`src/uart_snap_defs.svh`:
```
`ifndef UART_SNAP_DEFS_SVH
`define UART_SNAP_DEFS_SVH

// APB address width in bits and register index width.
`define APB_ADDR_W 12
`define REG_IDX_W 10

// Register indices; the byte address is four times the index.
`define IDX_RATE_DIVISOR 10'h26e
`define IDX_MATCH_UPPER 10'h274
`define IDX_AB_PAIR_ZERO 10'h276
`define IDX_AB_PAIR_ONE 10'h278
`define IDX_AB_PAIR_TWO 10'h27a
`define IDX_AB_PAIR_THREE 10'h27c
`define IDX_CONTROL_ZERO 10'h290
`define IDX_CONTROL_ONE 10'h292
`define IDX_STATUS 10'h294
`define IDX_INT_ENABLE 10'h296
`define IDX_INT_CLEAR 10'h298

// Reset values.
`define RST_WORD16 16'h0000
`define RST_STATUS 2'h0

// Field positions.
`define CHAR_LOW_LSB 0
`define CHAR_HIGH_LSB 8
`define CTRL0_ADDR_BIT_EN 2
`define CTRL1_CMP_EN 0
`define CTRL1_AUTO_RATE_EN 1
`define CTRL1_CMP_ADDR_BIT2 2
`define ST_MATCH 0
`define ST_DIV_LOAD 1
`define ST_WIDTH 2

`endif

```
`src/uart_snap_pkg.sv`:
```
package uart_snap_pkg;

   // One autobaud register: valid divisor in the high byte.
   typedef struct packed {
      logic [7:0] valid_divisor;
      logic [7:0] threshold;
   } autobaud_pair_s;

   // One received character with its address bit.
   typedef struct packed {
      logic addr_bit;
      logic [7:0] data;
   } rx_char_s;

   typedef autobaud_pair_s [3:0] autobaud_set_t;

endpackage

```
`src/uart_match_and_autobaud_snap.sv`:
```
// Contract
// - With matching on, hit on match char four or five sets match flag.
// - With address-bit handling on, the address bit must also equal compare bit.
// - With matching off, chars four and five never set the match flag.
// - Four autobaud registers: divisor high byte, threshold low byte, reset zero.
// - Calculated divisor at or below threshold zero selects valid divisor zero.
// - Above threshold zero, at or below threshold one, selects divisor one.
// - Above threshold one, at or below threshold two, selects divisor two.
// - Above threshold two, at or below threshold three, selects divisor three.
// - Above threshold three the calculated divisor is used unchanged.
// - With autobaud on, the rate divisor field loads detected or snapped value.
//
// The APB interface to the registers was chosen for this implementation.
`timescale 1ns/1ps
`include "uart_snap_defs.svh"

module uart_match_and_autobaud_snap
   import uart_snap_pkg::*;
(
   // Clock and reset
   input wire logic clock,
   input wire logic resetn,
   // APB slave
   input wire logic psel,
   input wire logic penable,
   input wire logic pwrite,
   input wire logic [`APB_ADDR_W-1:0] paddr,
   input wire logic [31:0] pwdata,
   output logic [31:0] prdata,
   output logic pready,
   output logic pslverr,
   // Receiver character stream
   input wire logic rx_char_valid,
   input wire rx_char_s rx_char,
   // Autobaud measurement
   input wire logic calc_valid,
   input wire logic [15:0] calc_divisor,
   // Results
   output logic [15:0] rate_divisor,
   output logic rate_load,
   output logic match_flag,
   output logic irq
);

   logic [1:0] rst_sync_reg;
   logic rst_n;
   logic [15:0] match_chars_upper_pair_reg;
   autobaud_set_t pair_reg;
   logic [15:0] fast_port_control_zero_reg;
   logic [15:0] fast_port_control_one_reg;
   logic [`ST_WIDTH-1:0] fast_port_status_reg;
   logic [`ST_WIDTH-1:0] status_next;
   logic [`ST_WIDTH-1:0] int_enable_reg;
   logic [15:0] rate_divisor_reg;
   logic rate_load_reg;
   logic irq_reg;
   logic pready_reg;
   logic pslverr_reg;
   logic [31:0] prdata_reg;
   logic [`REG_IDX_W-1:0] reg_idx;
   logic wr_fire;
   logic rd_hit;
   logic [15:0] rd_word;
   logic char_compare_enable;
   logic addr_bit_enable;
   logic auto_rate_enable;
   logic compare_addr_bit_two;
   logic [1:0] slot_hit;
   logic match_event;
   logic load_event;
   logic [15:0] chosen_divisor;
   logic substituted;
   logic [`ST_WIDTH-1:0] clear_bits;

   // Reset release is synchronised; assertion stays asynchronous.
   always_ff @(posedge clock or negedge resetn) begin
      if (!resetn) begin
         rst_sync_reg <= 2'h0;
      end else begin
         rst_sync_reg <= {rst_sync_reg[0], 1'b1};
      end
   end
   assign rst_n = rst_sync_reg[1];

   assign char_compare_enable = fast_port_control_one_reg[`CTRL1_CMP_EN];
   assign auto_rate_enable = fast_port_control_one_reg[`CTRL1_AUTO_RATE_EN];
   assign compare_addr_bit_two =
      fast_port_control_one_reg[`CTRL1_CMP_ADDR_BIT2];
   assign addr_bit_enable = fast_port_control_zero_reg[`CTRL0_ADDR_BIT_EN];

   // APB: one wait state, so read data leaves a flip-flop.
   assign reg_idx = paddr[`APB_ADDR_W-1:2];
   assign wr_fire = psel & penable & pready_reg & pwrite;

   always_comb begin
      rd_hit = 1'b1;
      rd_word = `RST_WORD16;
      case (reg_idx)
         `IDX_RATE_DIVISOR: rd_word = rate_divisor_reg;
         `IDX_MATCH_UPPER: rd_word = match_chars_upper_pair_reg;
         `IDX_AB_PAIR_ZERO: rd_word = pair_reg[0];
         `IDX_AB_PAIR_ONE: rd_word = pair_reg[1];
         `IDX_AB_PAIR_TWO: rd_word = pair_reg[2];
         `IDX_AB_PAIR_THREE: rd_word = pair_reg[3];
         `IDX_CONTROL_ZERO: rd_word = fast_port_control_zero_reg;
         `IDX_CONTROL_ONE: rd_word = fast_port_control_one_reg;
         `IDX_STATUS: rd_word = {14'h0, fast_port_status_reg};
         `IDX_INT_ENABLE: rd_word = {14'h0, int_enable_reg};
         // The clear register is write-only and reads as zero.
         `IDX_INT_CLEAR: rd_word = `RST_WORD16;
         default: rd_hit = 1'b0;
      endcase
   end

   always_ff @(posedge clock or negedge rst_n) begin
      if (!rst_n) begin
         pready_reg <= 1'b0;
         pslverr_reg <= 1'b0;
         prdata_reg <= 32'h0000_0000;
      end else if (psel && penable && !pready_reg) begin
         pready_reg <= 1'b1;
         pslverr_reg <= ~rd_hit;
         prdata_reg <= (pwrite || !rd_hit) ? 32'h0000_0000
                                           : {16'h0000, rd_word};
      end else begin
         pready_reg <= 1'b0;
         pslverr_reg <= 1'b0;
      end
   end

   // Software-owned configuration registers.
   always_ff @(posedge clock or negedge rst_n) begin
      if (!rst_n) begin
         match_chars_upper_pair_reg <= `RST_WORD16;
         fast_port_control_zero_reg <= `RST_WORD16;
         fast_port_control_one_reg <= `RST_WORD16;
         int_enable_reg <= `RST_STATUS;
      end else if (wr_fire) begin
         case (reg_idx)
            `IDX_MATCH_UPPER: match_chars_upper_pair_reg <= pwdata[15:0];
            `IDX_CONTROL_ZERO: fast_port_control_zero_reg <= pwdata[15:0];
            `IDX_CONTROL_ONE: fast_port_control_one_reg <= pwdata[15:0];
            `IDX_INT_ENABLE: int_enable_reg <= pwdata[`ST_WIDTH-1:0];
            default: ;
         endcase
      end
   end

   // Autobaud pairs are not locked while autobaud runs; keeping them still
   // then is software's duty, and a change only alters the next snap.
   genvar gp;
   generate
      for (gp = 0; gp < 4; gp++) begin : g_pair
         always_ff @(posedge clock or negedge rst_n) begin
            if (!rst_n) begin
               pair_reg[gp] <= `RST_WORD16;
            end else if (wr_fire &&
                         reg_idx == `IDX_AB_PAIR_ZERO + 10'(2 * gp)) begin
               pair_reg[gp] <= pwdata[15:0];
            end
         end
      end
   endgenerate

   // Character matching against the upper pair.
   genvar gs;
   generate
      for (gs = 0; gs < 2; gs++) begin : g_slot
         logic [7:0] match_char;
         assign match_char = (gs == 0)
            ? match_chars_upper_pair_reg[`CHAR_LOW_LSB +: 8]
            : match_chars_upper_pair_reg[`CHAR_HIGH_LSB +: 8];
         assign slot_hit[gs] = (rx_char.data == match_char) &&
            (!addr_bit_enable ||
             rx_char.addr_bit == compare_addr_bit_two);
      end
   endgenerate

   assign match_event = rx_char_valid && char_compare_enable &&
                        (|slot_hit);

   // Divisor snapping.
   snap_divisor_select u_select (
      .calc_divisor(calc_divisor),
      .pairs(pair_reg),
      .chosen_divisor(chosen_divisor),
      .substituted(substituted)
   );

   assign load_event = calc_valid && auto_rate_enable;

   // Hardware load wins over a software write landing in the same cycle.
   always_ff @(posedge clock or negedge rst_n) begin
      if (!rst_n) begin
         rate_divisor_reg <= `RST_WORD16;
      end else if (load_event) begin
         rate_divisor_reg <= chosen_divisor;
      end else if (wr_fire && reg_idx == `IDX_RATE_DIVISOR) begin
         rate_divisor_reg <= pwdata[15:0];
      end
   end

   always_ff @(posedge clock or negedge rst_n) begin
      if (!rst_n) begin
         rate_load_reg <= 1'b0;
      end else begin
         rate_load_reg <= load_event;
      end
   end

   // Sticky status: a set in the clearing cycle survives the clear.
   assign clear_bits = (wr_fire && reg_idx == `IDX_INT_CLEAR)
                       ? pwdata[`ST_WIDTH-1:0] : `RST_STATUS;

   always_comb begin
      status_next = fast_port_status_reg & ~clear_bits;
      if (match_event) begin
         status_next[`ST_MATCH] = 1'b1;
      end
      if (load_event) begin
         status_next[`ST_DIV_LOAD] = 1'b1;
      end
   end

   always_ff @(posedge clock or negedge rst_n) begin
      if (!rst_n) begin
         fast_port_status_reg <= `RST_STATUS;
         irq_reg <= 1'b0;
      end else begin
         fast_port_status_reg <= status_next;
         irq_reg <= |(status_next & int_enable_reg);
      end
   end

   assign prdata = prdata_reg;
   assign pready = pready_reg;
   assign pslverr = pslverr_reg;
   assign rate_divisor = rate_divisor_reg;
   assign rate_load = rate_load_reg;
   assign match_flag = fast_port_status_reg[`ST_MATCH];
   assign irq = irq_reg;
endmodule

```
`src/snap_divisor_select.sv`:
```
`timescale 1ns/1ps
`include "uart_snap_defs.svh"

module snap_divisor_select
   import uart_snap_pkg::*;
(
   // Measured divisor and programmed windows
   input wire logic [15:0] calc_divisor,
   input wire autobaud_set_t pairs,
   // Divisor to load
   output logic [15:0] chosen_divisor,
   output logic substituted
);

   logic [3:0] at_or_below;

   // Thresholds are zero-extended so a wide divisor never lands in a window.
   genvar gi;
   generate
      for (gi = 0; gi < 4; gi++) begin : g_win
         assign at_or_below[gi] =
            calc_divisor <= {8'h00, pairs[gi].threshold};
      end
   endgenerate

   // The lowest window that holds the divisor wins; windows above it also
   // hold it, so scanning downward gives the first match last.
   always_comb begin
      chosen_divisor = calc_divisor;
      substituted = 1'b0;
      for (int i = 3; i >= 0; i--) begin
         if (at_or_below[i]) begin
            chosen_divisor = {8'h00, pairs[i].valid_divisor};
            substituted = 1'b1;
         end
      end
   end

endmodule

```
`config.mk`:
```
export PLATFORM = sky130hd
export DESIGN_NAME = uart_match_and_autobaud_snap
export DESIGN_NICKNAME = d
export VERILOG_FILES = /design/src/uart_snap_pkg.sv /design/src/uart_match_and_autobaud_snap.sv /design/src/snap_divisor_select.sv
export VERILOG_INCLUDE_DIRS = /design/src
export SDC_FILE = /design/constraint.sdc
export NUM_CORES = 1
export LEC_CHECK = 0
export BUFFER_PORTS_ARGS = -buffer_cell sky130_fd_sc_hd__buf_2
export CORE_MARGIN = 2
export CORE_UTILIZATION = 40
export DETAILED_ROUTE_END_ITERATION = 10
export HOLD_SLACK_MARGIN = 0.03
export PLACE_DENSITY_LB_ADDON = 0.08
export SETUP_SLACK_MARGIN = 0.05
export SLEW_MARGIN = 0
export SYNTH_ARGS = -nofsm -noshare
export SYNTH_HDL_FRONTEND = slang
export SYNTH_SLANG_ARGS = --single-unit
```
`constraint.sdc`:
```
create_clock -name clock -period 5.6 [get_ports clock]
set_input_delay 0.56 -clock clock [delete_from_list [all_inputs] [get_ports clock]]
set_output_delay 0.56 -clock clock [all_outputs]
set_load 0.02 [all_outputs]
```
# Yosys cells after proc, flatten, opt, wreduce, memory -nomap -nowiden
# Cells that the tools add are included.
[word_totals] ff_bits=170 in_bits=76 output_inout_bits=53
[classes] magnitude_cmp=4 eq_ne=14 muxes=14 n_bitwise=7 reduce_logical=26
[ops] op="one-hot mux 16 bit (10 select lines)" count=1
[ops] op="2-to-1 mux 16 bit" count=7
[ops] op="== test 10 bit, second input constant" count=11
[ops] op="less-or-equal comparator 16 x 8 -> 1 bit" count=4
[ops] op="== test 8 bit" count=2
[ops] op="logical AND 1 bit" count=13
[ops] op="OR reduction 11 bit" count=1
[ops] op="AND reduction 2 bit" count=4
[ops] op="2-to-1 mux 1 bit" count=5
[ops] op="AND 2 bit" count=2
[ops] op="OR reduction 2 bit" count=2
[ops] op="AND 1 bit" count=3
[ops] op="logical NOT 1 bit" count=3
[ops] op="logical OR 1 bit" count=2
[ops] op="2-to-1 mux 2 bit" count=1
[ops] op="inverter 2 bit" count=1
[ops] op="nonzero test 2 bit" count=1
[ops] op="== test 1 bit" count=1
[ops] op="inverter 1 bit" count=1

# Depth between registers and ports, before layout
# Gate-level depths: netlist of the first run.
[logic_depth] depth_word=10 ltp_mapped=10

# Hierarchy
# A second synthesis of the first run with hierarchy kept.
[unflattened] cells_unflattened=819 area_unflattened_um2=8897.3
[modules_own_cells] module="uart_match_and_autobaud_snap" instances=1 cells_per_inst=620 area_per_inst_um2=7539.7 seq_area_each_um2=3853.7
[modules_own_cells] module="snap_divisor_select" instances=1 cells_per_inst=199 area_per_inst_um2=1357.6 seq_area_each_um2=0.0

# Worst setup path before layout of the first run
# Ideal clock, no wire load.
[synth_path] kind="input to register" start="input calc_divisor[1]" end="register rate_divisor_reg[6] (netlist: rate_divisor[6])" setup_time_ns=0.128 t_arrival_ns=2.328 slack_ns=3.144 path_stages=8 cell_sequence="ha_1 -> nor2b_1 -> o211ai_1 -> a211oi_2 -> nor2_1 -> or3_1 -> o221ai_1 -> o31ai_1"
[synth_between] elab_chain_cells=6
[synth_rtl] item="start, declared" line="uart_match_and_autobaud_snap.sv:37" source="input wire logic [15:0] calc_divisor,"
[synth_rtl] item="less-or-equal comparator 16 x 8 -> 1 bit (implied by the code)" line="snap_divisor_select.sv:22" source="calc_divisor <= {8'h00, pairs[gi].threshold};"
[synth_rtl] item="2-to-1 mux 16 bit (3 in a row)" line="snap_divisor_select.sv:32" source="if (at_or_below[i]) begin"
[synth_rtl] item="2-to-1 mux 16 bit *" line="snap_divisor_select.sv:32"
[synth_rtl] item="2-to-1 mux 16 bit *" line="uart_match_and_autobaud_snap.sv:196" source="end else if (load_event) begin"
[synth_rtl] item="end signal, assigned" line="uart_match_and_autobaud_snap.sv:195" source="rate_divisor_reg <= `RST_WORD16;"
[synth_rtl] item="end signal, assigned" line="uart_match_and_autobaud_snap.sv:197" source="rate_divisor_reg <= chosen_divisor;"
[synth_rtl] item="end signal, assigned" line="uart_match_and_autobaud_snap.sv:199" source="rate_divisor_reg <= pwdata[15:0];"
[synth_rtl] item="end, declared" line="uart_match_and_autobaud_snap.sv:54" source="logic [15:0] rate_divisor_reg;"
# Mark *: on every way between the ends. The rest lies on a longest branch, timed or not.
# A chain may end at the register's enable or synchronous reset.

# Final worst setup path of the first run
[layout_path] start="input paddr[2]" end="register pair_reg[9] (netlist name)"
[layout_between] elab_chain_cells=2
[layout_rtl] item="start, declared" line="uart_match_and_autobaud_snap.sv:27" source="input wire logic [`APB_ADDR_W-1:0] paddr,"
[layout_rtl] item="== test 10 bit" line="uart_match_and_autobaud_snap.sv:158" source="reg_idx == `IDX_AB_PAIR_ZERO + 10'(2 * gp)) begin"
[layout_rtl] item="logical AND 1 bit" line="uart_match_and_autobaud_snap.sv:157" source="end else if (wr_fire &&"
[layout_rtl] item="end signal, assigned by index" line="uart_match_and_autobaud_snap.sv:156" source="pair_reg[gp] <= `RST_WORD16;"
[layout_rtl] item="end signal, assigned by index" line="uart_match_and_autobaud_snap.sv:159" source="pair_reg[gp] <= pwdata[15:0];"
[layout_rtl] item="end, declared" line="uart_match_and_autobaud_snap.sv:48" source="autobaud_set_t pair_reg;"
# No other way between the ends.

==> results of run 1 <==
critical path, delay by kind of cell:
kind	cells	cell delay [ps]
buffers and inverters	1	130
multiplexers	1	440
AND/OR/NAND/NOR	4	2330
synthesized netlist by cell type, drive strengths merged, types with 11 or more instances:
master / count
dfrtp: 154
mux2: 104
nand2: 76
o21ai: 58
buf: 40
ha: 32
inv: 30
mux2i: 26
nor2: 26
a21oi: 24
clkbuf: 18
nor3: 18
a22oi: 16
xnor2: 16
nand4: 14
a22o: 12
a31oi: 11
per-layer routing:
layer  global-route usage, %  part of all wire, %
met4                   10.10                  3.2
met5                       0                    0
met2                   41.24                   48
met3                   4.220                  4.6
met1                   34.38                   45
path summary, 6_finish.rpt:
kind,start,to,slack (ps),depth (start not counted)
setup / recovery,paddr[2],pair_reg[9]$_DFFE_PN0P_,2430,6
hold / removal,rst_sync_reg[0]$_DFF_PN0_,rst_sync_reg[1]$_DFF_PN0_,360,0
setup reg to reg,pair_reg[1]$_DFFE_PN0P_,rate_divisor[4]$_DFFE_PN0P_,2520,9
hold reg to reg,rst_sync_reg[0]$_DFF_PN0_,rst_sync_reg[1]$_DFF_PN0_,360,0
max in group asynchronous,rst_sync_reg[1]$_DFF_PN0_,pair_reg[42]$_DFFE_PN0P_,4010,1
min in group asynchronous,rst_sync_reg[1]$_DFF_PN0_,rate_divisor[11]$_DFFE_PN0P_,400,0
cell usage in the layout (no fill, tap or decap), drive strengths merged, types with 12 or more instances in the layout:
cell and count:
o21ai 58, nand2 76, a22oi 16, xnor2 16, mux2i 26, conb 17, clkbuf 19, nor3 18
a22o 12, mux2 104, buf 104, a21oi 24, ha 32, dfrtp 154, nand4 14, inv 33
nor2 26
through the flow:
step	worst slack, ps	area [sq um]
2_1_floorplan	991.4	8504
3_3_place_gp	2042	9067
3_5_place_dp	1939	9067
4_1_cts	2394	9687
5_1_grt	2344	9687
6_report	2431	9687
power groups by stage:
stage / registers [W] / clock network [W] / logic [W]
floorplan: 0.00116 / 0 / 0.0000750
global placement: 0.00115 / 0 / 0.000151
detailed placement: 0.00115 / 0 / 0.000154
CTS: 0.00113 / 0.00122 / 0.000156
global route: 0.00113 / 0.00127 / 0.000169
finish: 0.00113 / 0.00120 / 0.000155
final cells by class:
cell class              count  area (sq um)  share of cell area [%]
clock buffers              19         442.9                   4.572
clock inverters            13         166.4                   1.718
inverters                  30         112.6                   1.162
multi-input cells         561          4208                   43.44
flip-flops and latches    154          3857                   39.82
well taps                 275         344.1                   3.552
repair buffers            105         555.5                   5.735
kinds of logic (layout without fill, tap and decap cells):
kind of cell	after synthesis	in the layout
XOR/XNOR	17	17
buffers and inverters	88	167
AND/OR/NAND/NOR	177	177
multiplexers	130	130
adder cells (fa/ha/maj)	32	32
flip-flops	154	154
other	2	17
AO/OA/AOI/OAI	188	188
timing repair:
action | 4_1_cts | 5_1_grt
setup endpoints to repair | 0 | 0
hold buffers | 1 | 0
hold endpoints to repair | 2 | 0
==> impl_metrics.yaml, run 1 <==
finish:
  nFillCells: 1981
  fin_nets: 977
  area.growth.synth_to_final_pct: 14.66
  drive_gt1_share_pct: 28.23
  fin_util_pct: 46.37
  largest_reg_flops: 64
  diodes: 0
  final_cells: 1157
power:
  power.switching_w: 0.0006067
  switching_share_pct: 24.42
  p_int_w: 0.001878
  leakagePower_nw: 4.549
  p_comb_share_pct: 6.2
  vdd_drop_max_v: 0.0001826
  power_w: 0.002485
  clkPwrFrac_pct: 48.4
  p_seq_share_pct: 45.3
  p_per_area_nw_per_um2: 256.5
grt:
  grt_pass1_wl_mm: 41.69
  track_usage_pct: 25.53
  grt_max_degree: 60
  antenna_found_initial: 0
  grt_pass1_vias: 6795
  grt-ovfl-total: 0
timing:
  maxSlewHeadroom_pct: 32.58
  holdWs_ps: 355.1
  clock_skew_ps: 15.03
  finalSetupViolations: 0
  period_share_pct: 56.59
  fin_crit_ps: 3169
  worst_slew_pin_slew_ps: 1011
  tns_ps: 0
  hold_viol_final: 0
  report.final.slew_viol_count: 0
  timing.fmax_mhz: 315.6
  rsz0062_at_grt: "false"
clock_network:
  cts_tree: "yes"
  htreeDepth: 4
  clk_latency_ps: 430
  cts_setup_buffers: 0
  cts.sinks: 154
  clk_pin_slew_ps: 70
  cts_resized: 0
  cts_root_buffer: "clkbuf_16"
  clk_path_buf_depth: 2
  cts-buffers-inserted: 17
detailed_routing:
  vias: 6783
  dr.pass1.iters: 6
  routed_wl_mm: 27.84
  viasPerCell: 5.863
  drc: 0
  ant_nets: 0
  first_iter_violations: 453
  post_drt_wl_per_cell_um: 24.06
place:
  gp_congestion: 0.9000
  dp_hpwl_mm: 20.19
  dp_cells: 1124
  port_buffers: 94
setup_path:
  path_cells: "buf_2, nor3b_2, nand3_1, nor2_2, nand2_2, mux2_1"
  worstSetupEndpointType: "flop"
  startpoint_type: "input pin"
  cp_slowest_cell: "nor3b_2"
  cp.arrival_ps: 3480
  crit_type: "in -> reg"
  cp_max_fo: 16
  crit_required_ps: 5910
  max_stage_delay_ps: 690
synthesis:
  synthMuxAreaShare_pct: 16.94
  yosysTopAreaCell: "dfrtp_1"
  synthSimpleGateAreaFrac_pct: 10.56
  synth-xor-area-share_pct: 1.762
  synth_fa_ha_area_share_pct: 4.739
  synth-warning-count: 0
  synthFlopType: "dfrtp_1"
  ys_ff_latch: 154
  synth_cell_types: 65
  synth_edf_count: 0
  async_flop_share_pct: 100.0
  synth-compound-area-share_pct: 15.05
  syn_area_per_cell_sq_um: 10.72
  syn_inst: 788
  yosysSeqAreaShare_pct: 45.62
  yosysTopAreaCellShare_pct: 45.62
  synth_top_family_by_area: "multiplexers"
  synthTopCellsByArea: "dfrtp_1 (46%), mux2_2 (13%), ha_1 (4.7%), nand2_1 (3.2%), mux2i_1 (3.1%)"
  syn_area_sq_um: 8448
floorplan:
  pin_count: 129
  die_x_um: 149.3
  fp.coreArea_sq_um: 20890
  num_rows: 53
  initial_utilization_pct: 40.44
  fp.dieH_um: 149.3
  dieArea_sq_um: 22300
job:
  drv_cap: 0
min_path:
  hp-class: "reg -> reg"
status:
  status: "finished clean"
Power figures use the tool's default switching activity.
==> run 2: changes to the inputs <==
==> constraint.sdc (replaced) <==
create_clock -name clock -period 2.95 [get_ports clock]
set_input_delay 0.295 -clock clock [delete_from_list [all_inputs] [get_ports clock]]
set_output_delay 0.295 -clock clock [all_outputs]
set_load 0.02 [all_outputs]
==> run 2 against run 1 <==
Net effect: via count grew 1.2%; highest routed layer unchanged; die area did not move; final cell count is 2.7% higher; core utilization up 1.3 points; critical endpoint is now rate_divisor[2]$_DFFE_PN0P_; largest cell class unchanged.
==> impl_metrics.yaml, run 2 (same netlist as run 1, synthesis figures left out) <==
power:
  p_per_area_nw_per_um2: 477.3
  power_w: 0.004755
  leakagePower_nw: 4.728
  vdd_drop_max_v: 0.0003427
grt:
  grt-ovfl-total: 0
  met2_usage_pct: 41.75
  grt_pass1_vias: 6892
  met3_usage_pct: 3.547
  met1_usage_pct: 36.17
  top_usage_layer: "met2"
  grt_max_degree: 57
  track_usage_pct: 25.78
  grt_pass1_wl_mm: 42.28
  antenna_found_initial: 0
setup_path:
  rrSetupSlack_ps: 150
  crit_type: "reg -> reg"
  r2r_end: "rate_divisor[2]$_DFFE_PN0P_"
  cp_max_fo: 8
  ff2ff_path_depth: 10
  worstSetupEndpointType: "flop"
  cp.arrival_ps: 3170
  crit_required_ps: 3320
  crit_start: "pair_reg[21]$_DFFE_PN0P_"
  startpoint_type: "flop"
  setup.worst_path.end: "rate_divisor[2]$_DFFE_PN0P_"
  timing.rr.start: "pair_reg[21]$_DFFE_PN0P_"
detailed_routing:
  vias: 6867
  dr.pass1.iters: 7
  drc: 0
  routed_wl_mm: 27.80
  first_iter_violations: 506
  viasPerCell: 5.780
  ant_nets: 0
  post_drt_wl_per_cell_um: 23.40
timing:
  worst_slew_pin_slew_ps: 784.0
  timing.fmax_mhz: 356.9
  holdWs_ps: 79.68
  finalSetupViolations: 0
  rsz0062_at_grt: "false"
  maxSlewHeadroom_pct: 47.73
  hold_viol_final: 0
  report.final.slew_viol_count: 0
  tns_ps: 0
  clock_skew_ps: 11.34
  period_share_pct: 94.99
  fin_crit_ps: 2802
finish:
  diodes: 0
  area.growth.synth_to_final_pct: 17.92
  fin_nets: 1008
  layout_common_cells: "dfrtp_1 (153), mux2_2 (101), buf_2 (94)"
  final_common_cell: "dfrtp_1"
  nFillCells: 1952
  drive_gt1_share_pct: 30.78
  multi_input_area_sq_um: 4209
  seq_area_sq_um: 3857
  design_area_sq_um: 9962
  largest_reg_flops: 64
status:
  status: "finished clean"
clock_network:
  cts_tree: "yes"
  htreeDepth: 4
  cts.sinks: 154
  clk_path_buf_depth: 2
  cts_root_buffer: "clkbuf_16"
  cts-buffers-inserted: 17
  clk_latency_ps: 440
  clk_pin_slew_ps: 60
  cts_setup_buffers: 0
job:
  drv_cap: 0
floorplan:
  initial_utilization_pct: 40.44
  num_rows: 53
  dieArea_sq_um: 22300
  die_x_um: 149.3
  pin_count: 129
  fp.dieH_um: 149.3
  fp.coreArea_sq_um: 20890
place:
  port_buffers: 94
  dp_hpwl_mm: 20.98
  post_dp_cell_area_sq_um: 9338
  gp_congestion: 0.8889
min_path:
  holdPathStages: 3
  hp-class: "in -> reg"
[run 2: routing by layer]
layer	wire (um)	part of all wire [%]	up-vias
li1	-	-	3104
met1	12550	45	3459
met2	13230	48	261
met3	1445	5.2	43
met4	584	2.1	0
met5	0	0	-
[run 2: report_power, final]
group | total (W) | switching, W | internal (W)
Sequential | 0.00214 | 0.0000198 | 0.00212
Clock | 0.00231 | 0.000960 | 0.00135
Combinational | 0.000310 | 0.000212 | 0.0000979
[run 2: worst max-delay path, stage by stage (launching register included)]
cell,delay [ps]
dfrtp_1,400
inv_1,70
ha_1,290
nand4_1,220
a211oi_2,290
buf_4,200
nor3_1,50
o31a_1,260
a2111oi_1,620
buf_4,220
a311o_1,100
[run 2: through the flow]
| step | cells | setup WS [ps] | util, % |
|---|---|---|---|
| after global placement | 1155 | 196.2 | 44.70 |
| after floorplan | 803 | 398.1 | - |
| after detailed placement | 1155 | 97.19 | 44.70 |
| after global routing | 1188 | 84.38 | 47.69 |
| final | 1188 | 147.9 | 47.69 |
| after CTS | 1188 | 129.8 | 47.68 |
[run 2: area by class of cell]
cell class | count | area share [%]
clock inverter | 15 | 1.884
multi-input combinational | 561 | 42.25
timing repair buffer | 136 | 8.289
tap | 275 | 3.454
inverter | 30 | 1.130
sequential | 154 | 38.72
clock buffer | 17 | 4.270
[run 2: worst min-delay path by stage]
stage | from | end | slack, ps
after global routing | calc_divisor[14] | rate_divisor[14]$_DFFE_PN0P_ | 90
after detailed placement | resetn | rst_sync_reg[0]$_DFF_PN0_ | 90
final | calc_divisor[13] | rate_divisor[13]$_DFFE_PN0P_ | 80
after floorplan | resetn | rst_sync_reg[0]$_DFF_PN0_ | -0.6
after CTS | calc_divisor[13] | rate_divisor[13]$_DFFE_PN0P_ | 80
after global placement | resetn | rst_sync_reg[0]$_DFF_PN0_ | 80
[run 2: repair_timing]
action / CTS / global route
setup endpoints to repair: 0 / 1
hold endpoints to repair: 2 / 0
gates resized for setup: 0 / 1
hold buffers: 1 / 0
==> run 3: changes to the inputs <==
--- a/config.mk
+++ b/config.mk
@@ -6,10 +6,10 @@
 export SDC_FILE = /design/constraint.sdc
 export NUM_CORES = 1
 export LEC_CHECK = 0
-export BUFFER_PORTS_ARGS = -buffer_cell sky130_fd_sc_hd__buf_2
 export CORE_MARGIN = 2
-export CORE_UTILIZATION = 40
+export CORE_UTILIZATION = 50
 export DETAILED_ROUTE_END_ITERATION = 10
+export DONT_BUFFER_PORTS = 1
 export HOLD_SLACK_MARGIN = 0.03
 export PLACE_DENSITY_LB_ADDON = 0.08
 export SETUP_SLACK_MARGIN = 0.05
==> run 3 against run 2 <==
Net effect: first-iteration DRC count up 32%; sequential share of layout area is 1.6 points higher; clock skew decreased by 6.5 ps; clock power fell by 6%; count of clock-buffer cells in the layout increased by 1; combinational power fell by 22%; sequential power hardly changed; critical path depth did not move; maximum frequency up 5.7%; final area shrank 3.9%.
==> impl_metrics.yaml, run 3 (same netlist as run 1, synthesis figures left out) <==
setup_path:
  cp_slowest_cell: "a2111oi_0"
  crit_type: "reg -> reg"
  cp_common_cell: "nor2_1"
  worstSetupEndpointType: "flop"
  cp_max_fo: 5
  cp.arrival_ps: 3010
  crit_required_ps: 3310
  critical_path_buf_inv_count: 2
  startpoint_type: "flop"
  max_stage_delay_ps: 490
  path_cells: "inv_1, ha_1, nand4_1, nor2_1, nor2_1, nor2_1, nor2b_1, a2111oi_0, buf_4, a311o_1"
  crit_family: "simple AND/OR/NAND/NOR gates"
clock_network:
  cts_tree: "yes"
  htreeDepth: 4
  clk_latency_ps: 430
  cts.sinks: 154
  cts_resized: 0
  cts-buffers-inserted: 17
  clk_pin_slew_ps: 60
  cts_root_buffer: "clkbuf_16"
  clk_path_buf_depth: 2
min_path:
  hp-class: "in -> reg"
detailed_routing:
  first_iter_violations: 667
  ant_nets: 0
  drc: 0
  post_drt_wl_per_cell_um: 25.97
  viasPerCell: 6.464
  vias: 6845
  routed_wl_mm: 27.50
  dr.pass1.iters: 6
power:
  p_seq_share_pct: 47.1
  p_per_area_nw_per_um2: 474.7
  switching_share_pct: 24.01
  p_int_w: 0.003454
  power.switching_w: 0.001091
  leakagePower_nw: 4.343
  clkPwrFrac_pct: 47.5
  vdd_drop_max_v: 0.0004115
  p_comb_share_pct: 5.3
floorplan:
  die_x_um: 134.0
  dieArea_sq_um: 17950
  pin_count: 129
  num_rows: 47
  fp.coreArea_sq_um: 16520
  initial_utilization_pct: 51.12
  fp.dieH_um: 134.0
grt:
  grt_pass1_wl_mm: 41.99
  grt-ovfl-total: 0
  antenna_found_initial: 0
  grt_pass1_vias: 6918
  track_usage_pct: 31.64
  grt_max_degree: 50
finish:
  design_area_sq_um: 9575
  nFillCells: 1408
  final_common_cell: "dfrtp_1"
  drive_gt1_share_pct: 21.72
  fin_util_pct: 57.95
  fin_nets: 933
  largest_reg_flops: 64
  layout_common_cells: "dfrtp_1 (153), mux2_2 (101), nand2_1 (73)"
  area.growth.synth_to_final_pct: 13.34
timing:
  worst_slew_pin_slew_ps: 764.6
  rsz0062_at_grt: "false"
  finalSetupViolations: 0
  maxSlewHeadroom_pct: 48.88
  tns_ps: 0
  timing.fmax_mhz: 377.4
  hold_viol_final: 0
  clock_skew_ps: 4.889
  period_share_pct: 89.83
  fin_crit_ps: 2650
  report.final.slew_viol_count: 0
place:
  port_buffers: 0
  gp_congestion: 0.9010
  post_dp_cell_area_sq_um: 8756
  dp_hpwl_mm: 19.90
status:
  status: "finished clean"
job:
  drv_cap: 0
==> run 3: layout make-up <==
class                           count  area (sq um)  area share, %
Antenna cell                        1         2.502        0.02613
Clock buffer                       18         429.2          4.482
Clock inverter                     14         147.6          1.542
Inverter                           30         112.6          1.176
Multi-Input combinational cell    561          4208          43.94
Sequential cell                   154          3857          40.28
Tap cell                          220         275.3          2.875
Timing Repair Buffer               61         543.0          5.671
==> run 3: per-layer routing <==
metal	track usage (%)	vias up	part of all wire [%]
met1	41.34	3451	41
met3	7.143	78	7.8
met2	50.57	359	47
met5	0	-	0
li1	-	2957	-
met4	14.13	0	4.2
==> run 3: what timing repair did <==
| item | 4_1_cts | 5_1_grt |
|---|---|---|
| hold buffers | 24 | 0 |
| hold endpoints to repair | 123 | 0 |
| buffers inserted | 0 | 0 |
| endpoints found under the setup margin | 0 | 0 |
==> run 3: stage by stage <==
stage                     instances  worst slack [ps]  hold slack [ps]  power, W
after floorplan                 803             398.1          -0.5911  0.002337
after global routing           1058             210.7            63.39  0.004671
after CTS                      1058             359.0            46.96  0.004561
after global placement         1002             493.7          -0.5191  0.002363
final                          1059             300.0            54.62  0.004545
after detailed placement       1002             375.7          -0.5017  0.002369
==> run 3: path summary, 6_finish.rpt <==
path	startpoint	endpoint	slack (ps)	cells past startpoint
max	pair_reg[21]$_DFFE_PN0P_	rate_divisor[2]$_DFFE_PN0P_	300	10
min	pwdata[9]	rate_divisor[9]$_DFFE_PN0P_	50	2
max reg2reg	pair_reg[21]$_DFFE_PN0P_	rate_divisor[2]$_DFFE_PN0P_	300	10
min reg2reg	rst_sync_reg[0]$_DFF_PN0_	rst_sync_reg[1]$_DFF_PN0_	380	0
max in group asynchronous	rst_sync_reg[1]$_DFF_PN0_	fast_port_control_one_reg[7]$_DFFE_PN0P_	1760	1
min in group asynchronous	resetn	rst_sync_reg[0]$_DFF_PN0_	100	1
==> run 3: power groups by stage <==
| stage | clock [W] | sequential (W) | combinational (W) |
|---|---|---|---|
| after global routing | 0.00226 | 0.00214 | 0.000266 |
| after floorplan | 0 | 0.00219 | 0.000142 |
| after global placement | 0 | 0.00218 | 0.000180 |
| after CTS | 0.00218 | 0.00214 | 0.000241 |
| after detailed placement | 0 | 0.00218 | 0.000186 |
| final | 0.00216 | 0.00214 | 0.000242 |
==> run 3: worst register-to-register path: stages (launching register included) <==
cell	delay [ps]
dfrtp_1	420
inv_1	80
ha_1	300
nand4_1	200
nor2_1	290
nor2_1	100
nor2_1	270
nor2b_1	130
a2111oi_0	490
buf_4	210
a311o_1	100
